`config.mk`:
```
export PLATFORM = sky130hd
export DESIGN_NAME = lbp_top
export DESIGN_NICKNAME = d
export VERILOG_FILES = /design/src/design/lbp_pkg.sv /design/src/design/lbp_i2c_slave.sv /design/src/design/lbp_top.sv
export SDC_FILE = /design/constraint.sdc
export NUM_CORES = 1
export LEC_CHECK = 0
export BUFFER_PORTS_ARGS = -buffer_cell sky130_fd_sc_hd__buf_2
export CAP_MARGIN = 20
export CORE_ASPECT_RATIO = 1.75
export CORE_MARGIN = 2
export CORE_UTILIZATION = 62
export DETAILED_ROUTE_END_ITERATION = 12
export GPL_TIMING_DRIVEN = 0
export PLACE_DENSITY = 0.8
export SYNTH_ARGS = -nofsm -noshare
export SYNTH_HDL_FRONTEND = slang
export SYNTH_SLANG_ARGS = --single-unit
```
`constraint.sdc`:
```
create_clock -name ref_clk -period 3.9 [get_ports ref_clk]
set_clock_uncertainty 0.2 [all_clocks]
set_input_delay 0.585 -clock ref_clk [delete_from_list [all_inputs] [get_ports ref_clk]]
set_output_delay 0.585 -clock ref_clk [all_outputs]
set_load 0.01 [all_outputs]
```
`src/design/lbp_pkg.sv`:
```
// Package for the LED boost controller: register map, field positions, timing counts.
// Assumes a single 10 MHz clock and byte-wide register addresses on the serial port.
//
// How it works
// (RQ1) The power switch closes whenever the feedback comparator says feedback is below reference.
// (RQ2) The power switch opens on a peak current trip or after the maximum on-time of 6 us.
// (RQ3) Once open, the switch stays open until feedback is below reference again.
// (RQ4) Low duty bits 7..0 weigh 6.25% down to 0.048% of the period, adding only when set.
// (RQ5) The period has 2048 steps; duty is three config bits (50/25/12.5%) above the low byte.
// (RQ6) The LED switch gets one pulse per period at a fixed rate, apart from boost switching.
// (RQ7) Repetition bits 00/01/10/11 select 550/366/275/220 Hz.
// (RQ8) The current limit bit selects 300 mA when clear and 500 mA when set.
// (RQ9) Start-up uses a quarter limit for 256 switch cycles, a half for 256 more, then full.
// (RQ10) Soft-start disable (config bit 7) clear steps the start-up, set gives full limit at once.
// (RQ11) The converter is enabled while the 11-bit duty is nonzero and disabled while it is zero.
// (RQ12) An overvoltage trip holds the power switch open until the hysteretic comparator releases.
// (RQ13) Both switches are open in sleep mode and while the converter is off.
// (RQ14) Gain bit (config bit 3) leaves the open-drain gain pin floating when clear, low when set.
// (RQ15) The LED switch closes at period start and stays closed while the step is below duty.
package lbp_pkg;
  localparam logic [7:0] LBP_ADDR_DUTY_LOW = 8'h57;
  localparam logic [7:0] LBP_ADDR_CONFIG = 8'h58;
  localparam logic [7:0] LBP_DUTY_LOW_RST = 8'h00;
  localparam logic [7:0] LBP_CONFIG_RST = 8'h00;
  localparam int LBP_CFG_SOFT_OFF = 7;
  localparam int LBP_CFG_ILIM = 6;
  localparam int LBP_CFG_REP_HI = 5;
  localparam int LBP_CFG_REP_LO = 4;
  localparam int LBP_CFG_GAIN = 3;
  localparam int LBP_CFG_DUTY_HI = 2;
  localparam int LBP_CLK_HZ = 10000000;
  localparam int LBP_CLK_NS = 100;
  localparam int LBP_MAX_ON_NS = 6000;
  // A longest time rounds down to whole cycles.
  localparam int LBP_MAX_ON_CYC = LBP_MAX_ON_NS / LBP_CLK_NS;
  localparam int LBP_STEPS = 2048;
  localparam int LBP_SS_CYCLES = 256;
  localparam int LBP_RATE0_HZ = 550;
  localparam int LBP_RATE1_HZ = 366;
  localparam int LBP_RATE2_HZ = 275;
  localparam int LBP_RATE3_HZ = 220;
  // Clocks per PWM step, rounded to nearest; the real rate is within about 3% of nominal.
  localparam int LBP_DIV0 = (LBP_CLK_HZ + LBP_RATE0_HZ * LBP_STEPS / 2) / (LBP_RATE0_HZ * LBP_STEPS);
  localparam int LBP_DIV1 = (LBP_CLK_HZ + LBP_RATE1_HZ * LBP_STEPS / 2) / (LBP_RATE1_HZ * LBP_STEPS);
  localparam int LBP_DIV2 = (LBP_CLK_HZ + LBP_RATE2_HZ * LBP_STEPS / 2) / (LBP_RATE2_HZ * LBP_STEPS);
  localparam int LBP_DIV3 = (LBP_CLK_HZ + LBP_RATE3_HZ * LBP_STEPS / 2) / (LBP_RATE3_HZ * LBP_STEPS);
  localparam logic [1:0] LBP_SCALE_QUARTER = 2'h0;
  localparam logic [1:0] LBP_SCALE_HALF = 2'h1;
  localparam logic [1:0] LBP_SCALE_FULL = 2'h2;
  typedef enum logic [1:0] {LBP_SS_Q, LBP_SS_H, LBP_SS_F} lbp_ss_t;
  typedef enum logic [2:0] {LBP_I2C_IDLE, LBP_I2C_DEV, LBP_I2C_REG, LBP_I2C_WR, LBP_I2C_RD} lbp_i2c_t;
endpackage

```
`src/design/lbp_i2c_slave.sv`:
```
// Byte-register serial slave: device address, register pointer, write and read bytes.
// Assumes scl and sda arrive synchronous to ref_clk and far slower than it.
`timescale 1ns/1ns
`default_nettype none
module lbp_i2c_slave
  import lbp_pkg::*;
#(
  parameter logic [6:0] DEV_ADDR = 7'h2a
)
(
  input wire logic ref_clk,
  input wire logic nrst,
  input wire logic scl_i,
  input wire logic sda_i,
  output logic sda_oe,
  output logic wr_stb,
  output logic [7:0] reg_ptr,
  output logic [7:0] wr_data,
  input wire logic [7:0] rd_data
);
  lbp_i2c_t state_ff;
  logic scl_q_ff;
  logic sda_q_ff;
  logic ack_ff;
  logic full_ff;
  logic [2:0] cnt_ff;
  logic [7:0] shift_ff;
  logic [7:0] ptr_ff;
  logic oe_ff;
  logic stb_ff;
  wire scl_rise = scl_i & ~scl_q_ff;
  wire scl_fall = ~scl_i & scl_q_ff;
  wire start_det = scl_i & scl_q_ff & sda_q_ff & ~sda_i;
  wire stop_det = scl_i & scl_q_ff & ~sda_q_ff & sda_i;
  wire rx_state = (state_ff == LBP_I2C_DEV) || (state_ff == LBP_I2C_REG) ||
                  (state_ff == LBP_I2C_WR);

  assign sda_oe = oe_ff;
  assign wr_stb = stb_ff;
  assign reg_ptr = ptr_ff;
  assign wr_data = shift_ff;

  always_ff @(posedge ref_clk or negedge nrst)
  begin
    if (!nrst)
    begin
      state_ff <= LBP_I2C_IDLE;
      scl_q_ff <= 1'b1;
      sda_q_ff <= 1'b1;
      ack_ff <= 1'b0;
      full_ff <= 1'b0;
      cnt_ff <= 3'h0;
      shift_ff <= 8'h00;
      ptr_ff <= 8'h00;
      oe_ff <= 1'b0;
      stb_ff <= 1'b0;
    end
    else
    begin
      scl_q_ff <= scl_i;
      sda_q_ff <= sda_i;
      stb_ff <= 1'b0;
      if (start_det)
      begin
        state_ff <= LBP_I2C_DEV;
        cnt_ff <= 3'h0;
        ack_ff <= 1'b0;
        full_ff <= 1'b0;
        oe_ff <= 1'b0;
      end
      else if (stop_det)
      begin
        state_ff <= LBP_I2C_IDLE;
        oe_ff <= 1'b0;
      end
      else if (scl_rise)
      begin
        if (rx_state && !ack_ff)
        begin
          shift_ff <= {shift_ff[6:0], sda_i};
          cnt_ff <= cnt_ff + 3'h1;
          full_ff <= (cnt_ff == 3'h7);
        end
        else if (state_ff == LBP_I2C_RD && ack_ff && sda_i)
          state_ff <= LBP_I2C_IDLE;
      end
      else if (scl_fall)
      begin
        if (ack_ff)
        begin
          // End of an acknowledge bit; a read then puts out the addressed byte's msb.
          ack_ff <= 1'b0;
          oe_ff <= (state_ff == LBP_I2C_RD) && !rd_data[7];
          shift_ff <= {rd_data[6:0], 1'b0};
          cnt_ff <= 3'h1;
          if (state_ff != LBP_I2C_RD)
            cnt_ff <= 3'h0;
        end
        else if (full_ff)
        begin
          full_ff <= 1'b0;
          ack_ff <= 1'b1;
          oe_ff <= 1'b1;
          if (state_ff == LBP_I2C_DEV)
          begin
            if (shift_ff[7:1] == DEV_ADDR)
              state_ff <= shift_ff[0] ? LBP_I2C_RD : LBP_I2C_REG;
            else
            begin
              state_ff <= LBP_I2C_IDLE;
              ack_ff <= 1'b0;
              oe_ff <= 1'b0;
            end
          end
          else if (state_ff == LBP_I2C_REG)
          begin
            ptr_ff <= shift_ff;
            state_ff <= LBP_I2C_WR;
          end
          else
          begin
            stb_ff <= 1'b1;
          end
        end
        else if (state_ff == LBP_I2C_WR && cnt_ff == 3'h0 && stb_ff == 1'b0)
          oe_ff <= 1'b0;
        else if (state_ff == LBP_I2C_RD)
        begin
          if (cnt_ff == 3'h0)
          begin
            // Byte sent: release sda for the master's acknowledge.
            oe_ff <= 1'b0;
            ack_ff <= 1'b1;
            ptr_ff <= ptr_ff + 8'h01;
          end
          else
          begin
            oe_ff <= !shift_ff[7];
            shift_ff <= {shift_ff[6:0], 1'b0};
            cnt_ff <= cnt_ff + 3'h1;
          end
        end
      end
      if (stb_ff)
        ptr_ff <= ptr_ff + 8'h01;
    end
  end
endmodule
`default_nettype wire

```
`src/design/lbp_top.sv`:
```
// LED boost control: peak-current pulse-frequency switch control, soft start, LED PWM, gain pin.
// Assumes comparator outputs are clean logic levels synchronous to ref_clk.
`timescale 1ns/1ns
`default_nettype none
module lbp_top
  import lbp_pkg::*;
#(
  parameter logic [6:0] DEV_ADDR = 7'h2a,
  parameter int STEPS = LBP_STEPS
)
(
  input wire logic ref_clk,
  input wire logic nrst,
  input wire logic scl_i,
  input wire logic sda_i,
  output logic sda_oe,
  input wire logic fb_below_ref,
  input wire logic peak_trip,
  input wire logic ovp_trip,
  input wire logic sleep_mode,
  output logic power_switch_on,
  output logic led_switch_on,
  output logic current_limit_select,
  output logic [1:0] limit_scale,
  output logic gain_select_pin_out,
  output logic gain_select_pin_oe
);
  localparam int DW = $clog2(STEPS);

  logic [7:0] duty_low_ff;
  logic [7:0] config_ff;
  logic wr_stb;
  logic [7:0] reg_ptr;
  logic [7:0] wr_data;
  logic [7:0] rd_data;
  logic i2c_oe;
  logic sw_on_ff;
  logic [5:0] ontime_ff;
  logic [4:0] presc_ff;
  logic [DW-1:0] step_ff;
  logic led_on_ff;
  lbp_ss_t ss_ff;
  logic [7:0] ss_cnt_ff;
  logic [1:0] scale_ff;
  logic ilim_ff;
  logic gain_oe_ff;

  lbp_i2c_slave #(
    .DEV_ADDR(DEV_ADDR)
  ) u_i2c (
    .ref_clk(ref_clk),
    .nrst(nrst),
    .scl_i(scl_i),
    .sda_i(sda_i),
    .sda_oe(i2c_oe),
    .wr_stb(wr_stb),
    .reg_ptr(reg_ptr),
    .wr_data(wr_data),
    .rd_data(rd_data)
  );

  // Register decode; unmapped pointers read as zero and ignore writes.
  wire sel_duty = (reg_ptr == LBP_ADDR_DUTY_LOW);
  wire sel_cfg = (reg_ptr == LBP_ADDR_CONFIG);
  assign rd_data = sel_duty ? duty_low_ff : (sel_cfg ? config_ff : 8'h00);

  // Bits 7..0 of the low byte carry weights 128..1 of 2048 steps: 6.25% down to 0.048%. (see RQ4)
  wire [10:0] duty = {config_ff[LBP_CFG_DUTY_HI:0], duty_low_ff}; // (see RQ5)
  wire conv_en = (duty != 11'h000); // (see RQ11)
  wire run = conv_en && !sleep_mode; // (see RQ13)
  wire ontime_last = (ontime_ff == 6'(LBP_MAX_ON_CYC - 1));
  wire open_req = peak_trip || ontime_last;
  wire nxt_sw_on = !run || ovp_trip ? 1'b0 : (sw_on_ff ? !open_req : fb_below_ref);
  wire sw_cycle_done = sw_on_ff && !nxt_sw_on;

  wire [1:0] rep_sel = {config_ff[LBP_CFG_REP_HI], config_ff[LBP_CFG_REP_LO]};
  wire [4:0] presc_top = (rep_sel == 2'h0) ? 5'(LBP_DIV0 - 1) :
                         (rep_sel == 2'h1) ? 5'(LBP_DIV1 - 1) :
                         (rep_sel == 2'h2) ? 5'(LBP_DIV2 - 1) : 5'(LBP_DIV3 - 1); // (see RQ7)
  wire step_en = (presc_ff == presc_top);
  wire [DW-1:0] nxt_step = step_en ? step_ff + DW'(1) : step_ff;
  wire nxt_led_on = run && ({1'b0, nxt_step} < {1'b0, duty});

  wire ss_last = (ss_cnt_ff == 8'(LBP_SS_CYCLES - 1));
  wire [1:0] nxt_scale = config_ff[LBP_CFG_SOFT_OFF] ? LBP_SCALE_FULL :
                         (ss_ff == LBP_SS_Q) ? LBP_SCALE_QUARTER :
                         (ss_ff == LBP_SS_H) ? LBP_SCALE_HALF : LBP_SCALE_FULL; // (see RQ10)

  assign sda_oe = i2c_oe;
  assign power_switch_on = sw_on_ff;
  assign led_switch_on = led_on_ff;
  assign current_limit_select = ilim_ff;
  assign limit_scale = scale_ff;
  assign gain_select_pin_out = 1'b0;
  assign gain_select_pin_oe = gain_oe_ff;

  always_ff @(posedge ref_clk or negedge nrst)
  begin
    if (!nrst)
    begin
      duty_low_ff <= LBP_DUTY_LOW_RST;
      config_ff <= LBP_CONFIG_RST;
    end
    else if (wr_stb && sel_duty)
      duty_low_ff <= wr_data;
    else if (wr_stb && sel_cfg)
      config_ff <= wr_data;
  end

  // Power switch: close on low feedback, open on peak current or max on-time. (see RQ1)
  always_ff @(posedge ref_clk or negedge nrst)
  begin
    if (!nrst)
    begin
      sw_on_ff <= 1'b0;
      ontime_ff <= 6'h00;
    end
    else
    begin
      sw_on_ff <= nxt_sw_on; // (see RQ2) (see RQ3) (see RQ12)
      ontime_ff <= nxt_sw_on && sw_on_ff ? ontime_ff + 6'h01 : 6'h00;
    end
  end

  // The LED timebase runs free of the boost switch so brightness depends on duty alone. (see RQ6)
  always_ff @(posedge ref_clk or negedge nrst)
  begin
    if (!nrst)
    begin
      presc_ff <= 5'h00;
      step_ff <= '0;
      led_on_ff <= 1'b0;
    end
    else
    begin
      presc_ff <= step_en ? 5'h00 : presc_ff + 5'h01;
      step_ff <= nxt_step;
      led_on_ff <= nxt_led_on; // (see RQ15)
    end
  end

  // Soft start restarts every time the converter is turned off, so each enable ramps again.
  always_ff @(posedge ref_clk or negedge nrst)
  begin
    if (!nrst)
    begin
      ss_ff <= LBP_SS_Q;
      ss_cnt_ff <= 8'h00;
      scale_ff <= LBP_SCALE_QUARTER;
      ilim_ff <= 1'b0;
      gain_oe_ff <= 1'b0;
    end
    else
    begin
      ilim_ff <= config_ff[LBP_CFG_ILIM]; // (see RQ8)
      gain_oe_ff <= config_ff[LBP_CFG_GAIN]; // (see RQ14)
      scale_ff <= nxt_scale;
      if (!run)
      begin
        ss_ff <= LBP_SS_Q;
        ss_cnt_ff <= 8'h00;
      end
      else if (sw_cycle_done && ss_ff != LBP_SS_F)
      begin
        ss_cnt_ff <= ss_cnt_ff + 8'h01; // (see RQ9)
        if (ss_last)
        begin
          case (ss_ff)
            LBP_SS_Q: ss_ff <= LBP_SS_H;
            default: ss_ff <= LBP_SS_F;
          endcase
        end
      end
    end
  end

  // Independent tallies for the checks below, so a broken counter cannot vouch for itself.
  logic [9:0] hlp_falls_ff;
  logic [6:0] hlp_on_ff;

  always_ff @(posedge ref_clk or negedge nrst)
  begin
    if (!nrst)
    begin
      hlp_falls_ff <= 10'h000;
      hlp_on_ff <= 7'h00;
    end
    else
    begin
      if (!run)
        hlp_falls_ff <= 10'h000;
      else if (sw_cycle_done && !hlp_falls_ff[9])
        hlp_falls_ff <= hlp_falls_ff + 10'h001;
      if (!sw_on_ff)
        hlp_on_ff <= 7'h00;
      else if (!hlp_on_ff[6])
        hlp_on_ff <= hlp_on_ff + 7'h01;
    end
  end
endmodule
`default_nettype wire

```
==> impl_results.md <==
* Outcome: finished, final reports clean
* Critical path depth at 11
* MaxCap Viol Count at 0
* Max Slew Vio Count at 0
* P&R area growth vs syn at 11.50%
* TritonCTS clock tree: yes
* Final WS setup at 0.6546 ns
* Post-synthesis simple-gate area fraction at 0.1913
* Period Utilization, post-route at 0.8322
* Die ar. at ~8000 um2
* Detailed Place HPWL at ~7400 um
* Largest family of logic cells by synthesized area: simple AND/OR/NAND/NOR gates
* Most frequent cells in the layout: 80 x dfrtp_1, 42 x nor2_1, 38 x nand2_1
* Clock latency on the worst-skew pair at between 0.3 and 0.4 ns
* Count of final hold-check violations at 0
* Nature of the critical path startpoint: flip-flop
* Yosys warns at 0
* Slew margin rel. at 0.5028
* First-pass GRT wire length at roughly 17,000 um
* Setup TNS at 0 ns
* Crit path top cell by count: nor2_1
* Leakage at between 0.002 and 0.0025 uW
* Fin nets at between 500 and 600
* Pin count of the biggest net entering global routing at 74
* Max incr delay on CP at around 0.54 ns
* Synth Net Count at 486
* Netlist cell types at approximately 70
* Gpl congestion at between 0.9 and 1
* Via count at 3,567
* Top delay family on crit path: simple AND/OR/NAND/NOR gates
* Die width at around 69 um
* Final antenna-violating net count at 0
* Mapped cell area at around 4500 um2
* DRC at 0
* DR iter-0 viols at ~220
* Core ar. at between 7000 and 8000 um2
* Hold Crit Depth at 1
* Max Buffers Root-to-Sink at 2
* Synth Register Bits at 82
* CP Capture Type: flip-flop
* Unrepaired setup endpoints after global routing: false
* VDD IR max at slightly below 0.3 mV
* Layout cells sized above 1 at 0.1496
* Commonest non-fill, non-tap cell in the layout: dfrtp_1
* Worst-path cell chain: or4b_1 -> a211oi_2 -> buf_4 -> nand3_1 -> nor2_1 -> xor2_1 -> ha_1 -> nand4_1 -> nor2_1 -> o221ai_1 -> nor4b_1
* CTS-repair resized insts at 0
* Core Rows at slightly above 40
* Post-CTS Setup Bufs at 0
* Synth Area in Compound Gates at 0.1382
* Critical-path top delay cell: or4b_1
* Boundary Pins at 16
* H-Tree Level Count at 3
* Multiplexer share of the synthesized area at 0.06329
* Synthesized area per cell at ~10 um2
* Initial antenna violation count at 0
* Tmin final at around 3.2 ns
* Clock tree sinks at between 80 and 90
* Critical Path RT at 3.92 ns
* Crit path kind: flip-flop to flip-flop
* EDFF count, synth at 0
* Initial Utilization at 0.6348
* CP bufs+invs at 1
* Clock slew seen by the registers of the worst setup and hold paths at 0.06 ns
* Root Buffer: clkbuf_16
* Pre-CTS setup slack at slightly above 0.7 ns
* Synthesized netlist cell count at around 460
* Final WL at around 10,000 um
* Ys flop type: dfrtp_1
* Hold Crit Class: input pin to flip-flop
* Pwr Density at 478.2 nW/um2
* Adder-cell share of the synthesized area at 0.06081
* Max FO, Critical Path at 10
* Port Buffers at 14
* Vias in the first global route at roughly 3,600
* Xor and xnor fraction of the mapped netlist area at 0.05030
* Endpoints failing setup at 0
* Die Height at ~120 um
* Tot GR Track Use at 0.2922
* Async S/R FF share, synth at 1.000
* Vias per Instance at about 6.2
* CTS buffer count at 9
* Worst-Margin Slew at 0.7401 ns
* DRT Pass-1 Iters at 4
* Arrival @ worst endpoint at ~3.3 ns
* Post-synthesis sequential area ratio at 0.4538
* Diodes inserted at 0
* Fmax at 308.1 MHz
* Register-to-Register Path Depth at 11
* Global route overflow at 0
* Wire per inst at ~18 um
through the flow:
step	power [uW]	hold WS, ns	area (um2)	util	instances
after floorplan	1404	0.08941	4527	-	456
after global placement	1538	0.1954	4705	0.6598	556
after detailed placement	1571	0.2085	4735	0.6640	557
after CTS	2419	0.1727	5047	0.7078	574
after global routing	2552	0.1696	5047	0.7078	574
final	2414	0.1773	5047	0.7078	574
power by group:
part	leakage, uW	switching [uW]	internal, uW	total, uW
clock	0.000152	322	517	840
sequential	0.00109	141	959	1100
combinational	0.000974	272	201	474
total	0.00222	736	1680	2410
layout make-up:
cell class              count  area, um2
plain buffers              15      75.07
repair buffers             16      110.1
clock inverters             1      5.005
flip-flops and latches     82       2054
inverters                  30      112.6
well taps                  86      107.6
clock buffers              15      297.8
multi-input cells         329       2285
fillers                   532       2083
metal layers:
layer  GRT usage  part of all wire  vias up
li1            -                 -     1701
met1      0.3280              0.38     1726
met2      0.5064              0.54      100
met3     0.06310             0.037       40
met4      0.1467             0.040        0
met5           0                 0        -
cells in the mapped netlist (all sizes together), types with 5 or more instances:
| cell type | n | area share |
|---|---|---|
| nand2 | 38 | 0.032 |
| a21oi | 18 | 0.021 |
| nand4 | 11 | 0.015 |
| a31oi | 5 | 0.0083 |
| mux2i | 5 | 0.011 |
| xnor2 | 16 | 0.031 |
| xor2 | 10 | 0.019 |
| inv | 30 | 0.025 |
| nor2 | 42 | 0.035 |
| dfrtp | 80 | 0.44 |
| mux2 | 21 | 0.052 |
| nand2b | 6 | 0.0083 |
| o21ai | 22 | 0.024 |
| nand3 | 22 | 0.024 |
| ha | 22 | 0.061 |
| nor3 | 13 | 0.014 |
| a22oi | 7 | 0.012 |
| buf | 7 | 0.0099 |
| clkbuf | 8 | 0.0066 |
cells by family (layout without fill, tap and decap cells):
kind of cell | Yosys count | after routing
and+or+nand+nor | 165 | 165
AOI/OAI and AO/OA | 89 | 89
DFF | 82 | 82
buffers and inverters | 45 | 77
xor gates and xnor gates | 26 | 26
muxes | 26 | 26
adders and majority gates | 22 | 22
other | 1 | 1
repair_timing:
item | 4_1_cts | 5_1_grt
endpoints found under the hold margin | 7 | 0
endpoints found under the setup margin | 0 | 0
hold buffers | 1 | 0
flip-flops by register name, indices dropped and copies added, names as in the netlist, 3 cells and up:
| name | count |
|---|---|
| presc_ff | 5 |
| u_i2c.wr_data | 8 |
| ontime_ff | 6 |
| u_i2c.reg_ptr | 8 |
| duty_low_ff | 8 |
| config_ff | 8 |
| u_i2c.state_ff | 3 |
| step_ff | 11 |
| ss_cnt_ff | 8 |
| u_i2c.cnt_ff | 3 |
final timing paths:
| path | startpoint | end | slack [ns] |
|---|---|---|---|
| worst max-delay path | presc_ff[0] | led_switch_on | 0.65 |
| worst min-delay path | scl_i | u_i2c.scl_q_ff | 0.18 |
| worst max register to register | presc_ff[0] | led_switch_on | 0.65 |
| worst min register to register | config_ff[3] | gain_select_pin_oe | 0.22 |
| max in group asynchronous | nrst | step_ff[3] | 2.49 |
| min in group asynchronous | nrst | power_switch_on | 0.43 |
No activity file was read; power rests on OpenSTA's default activity.
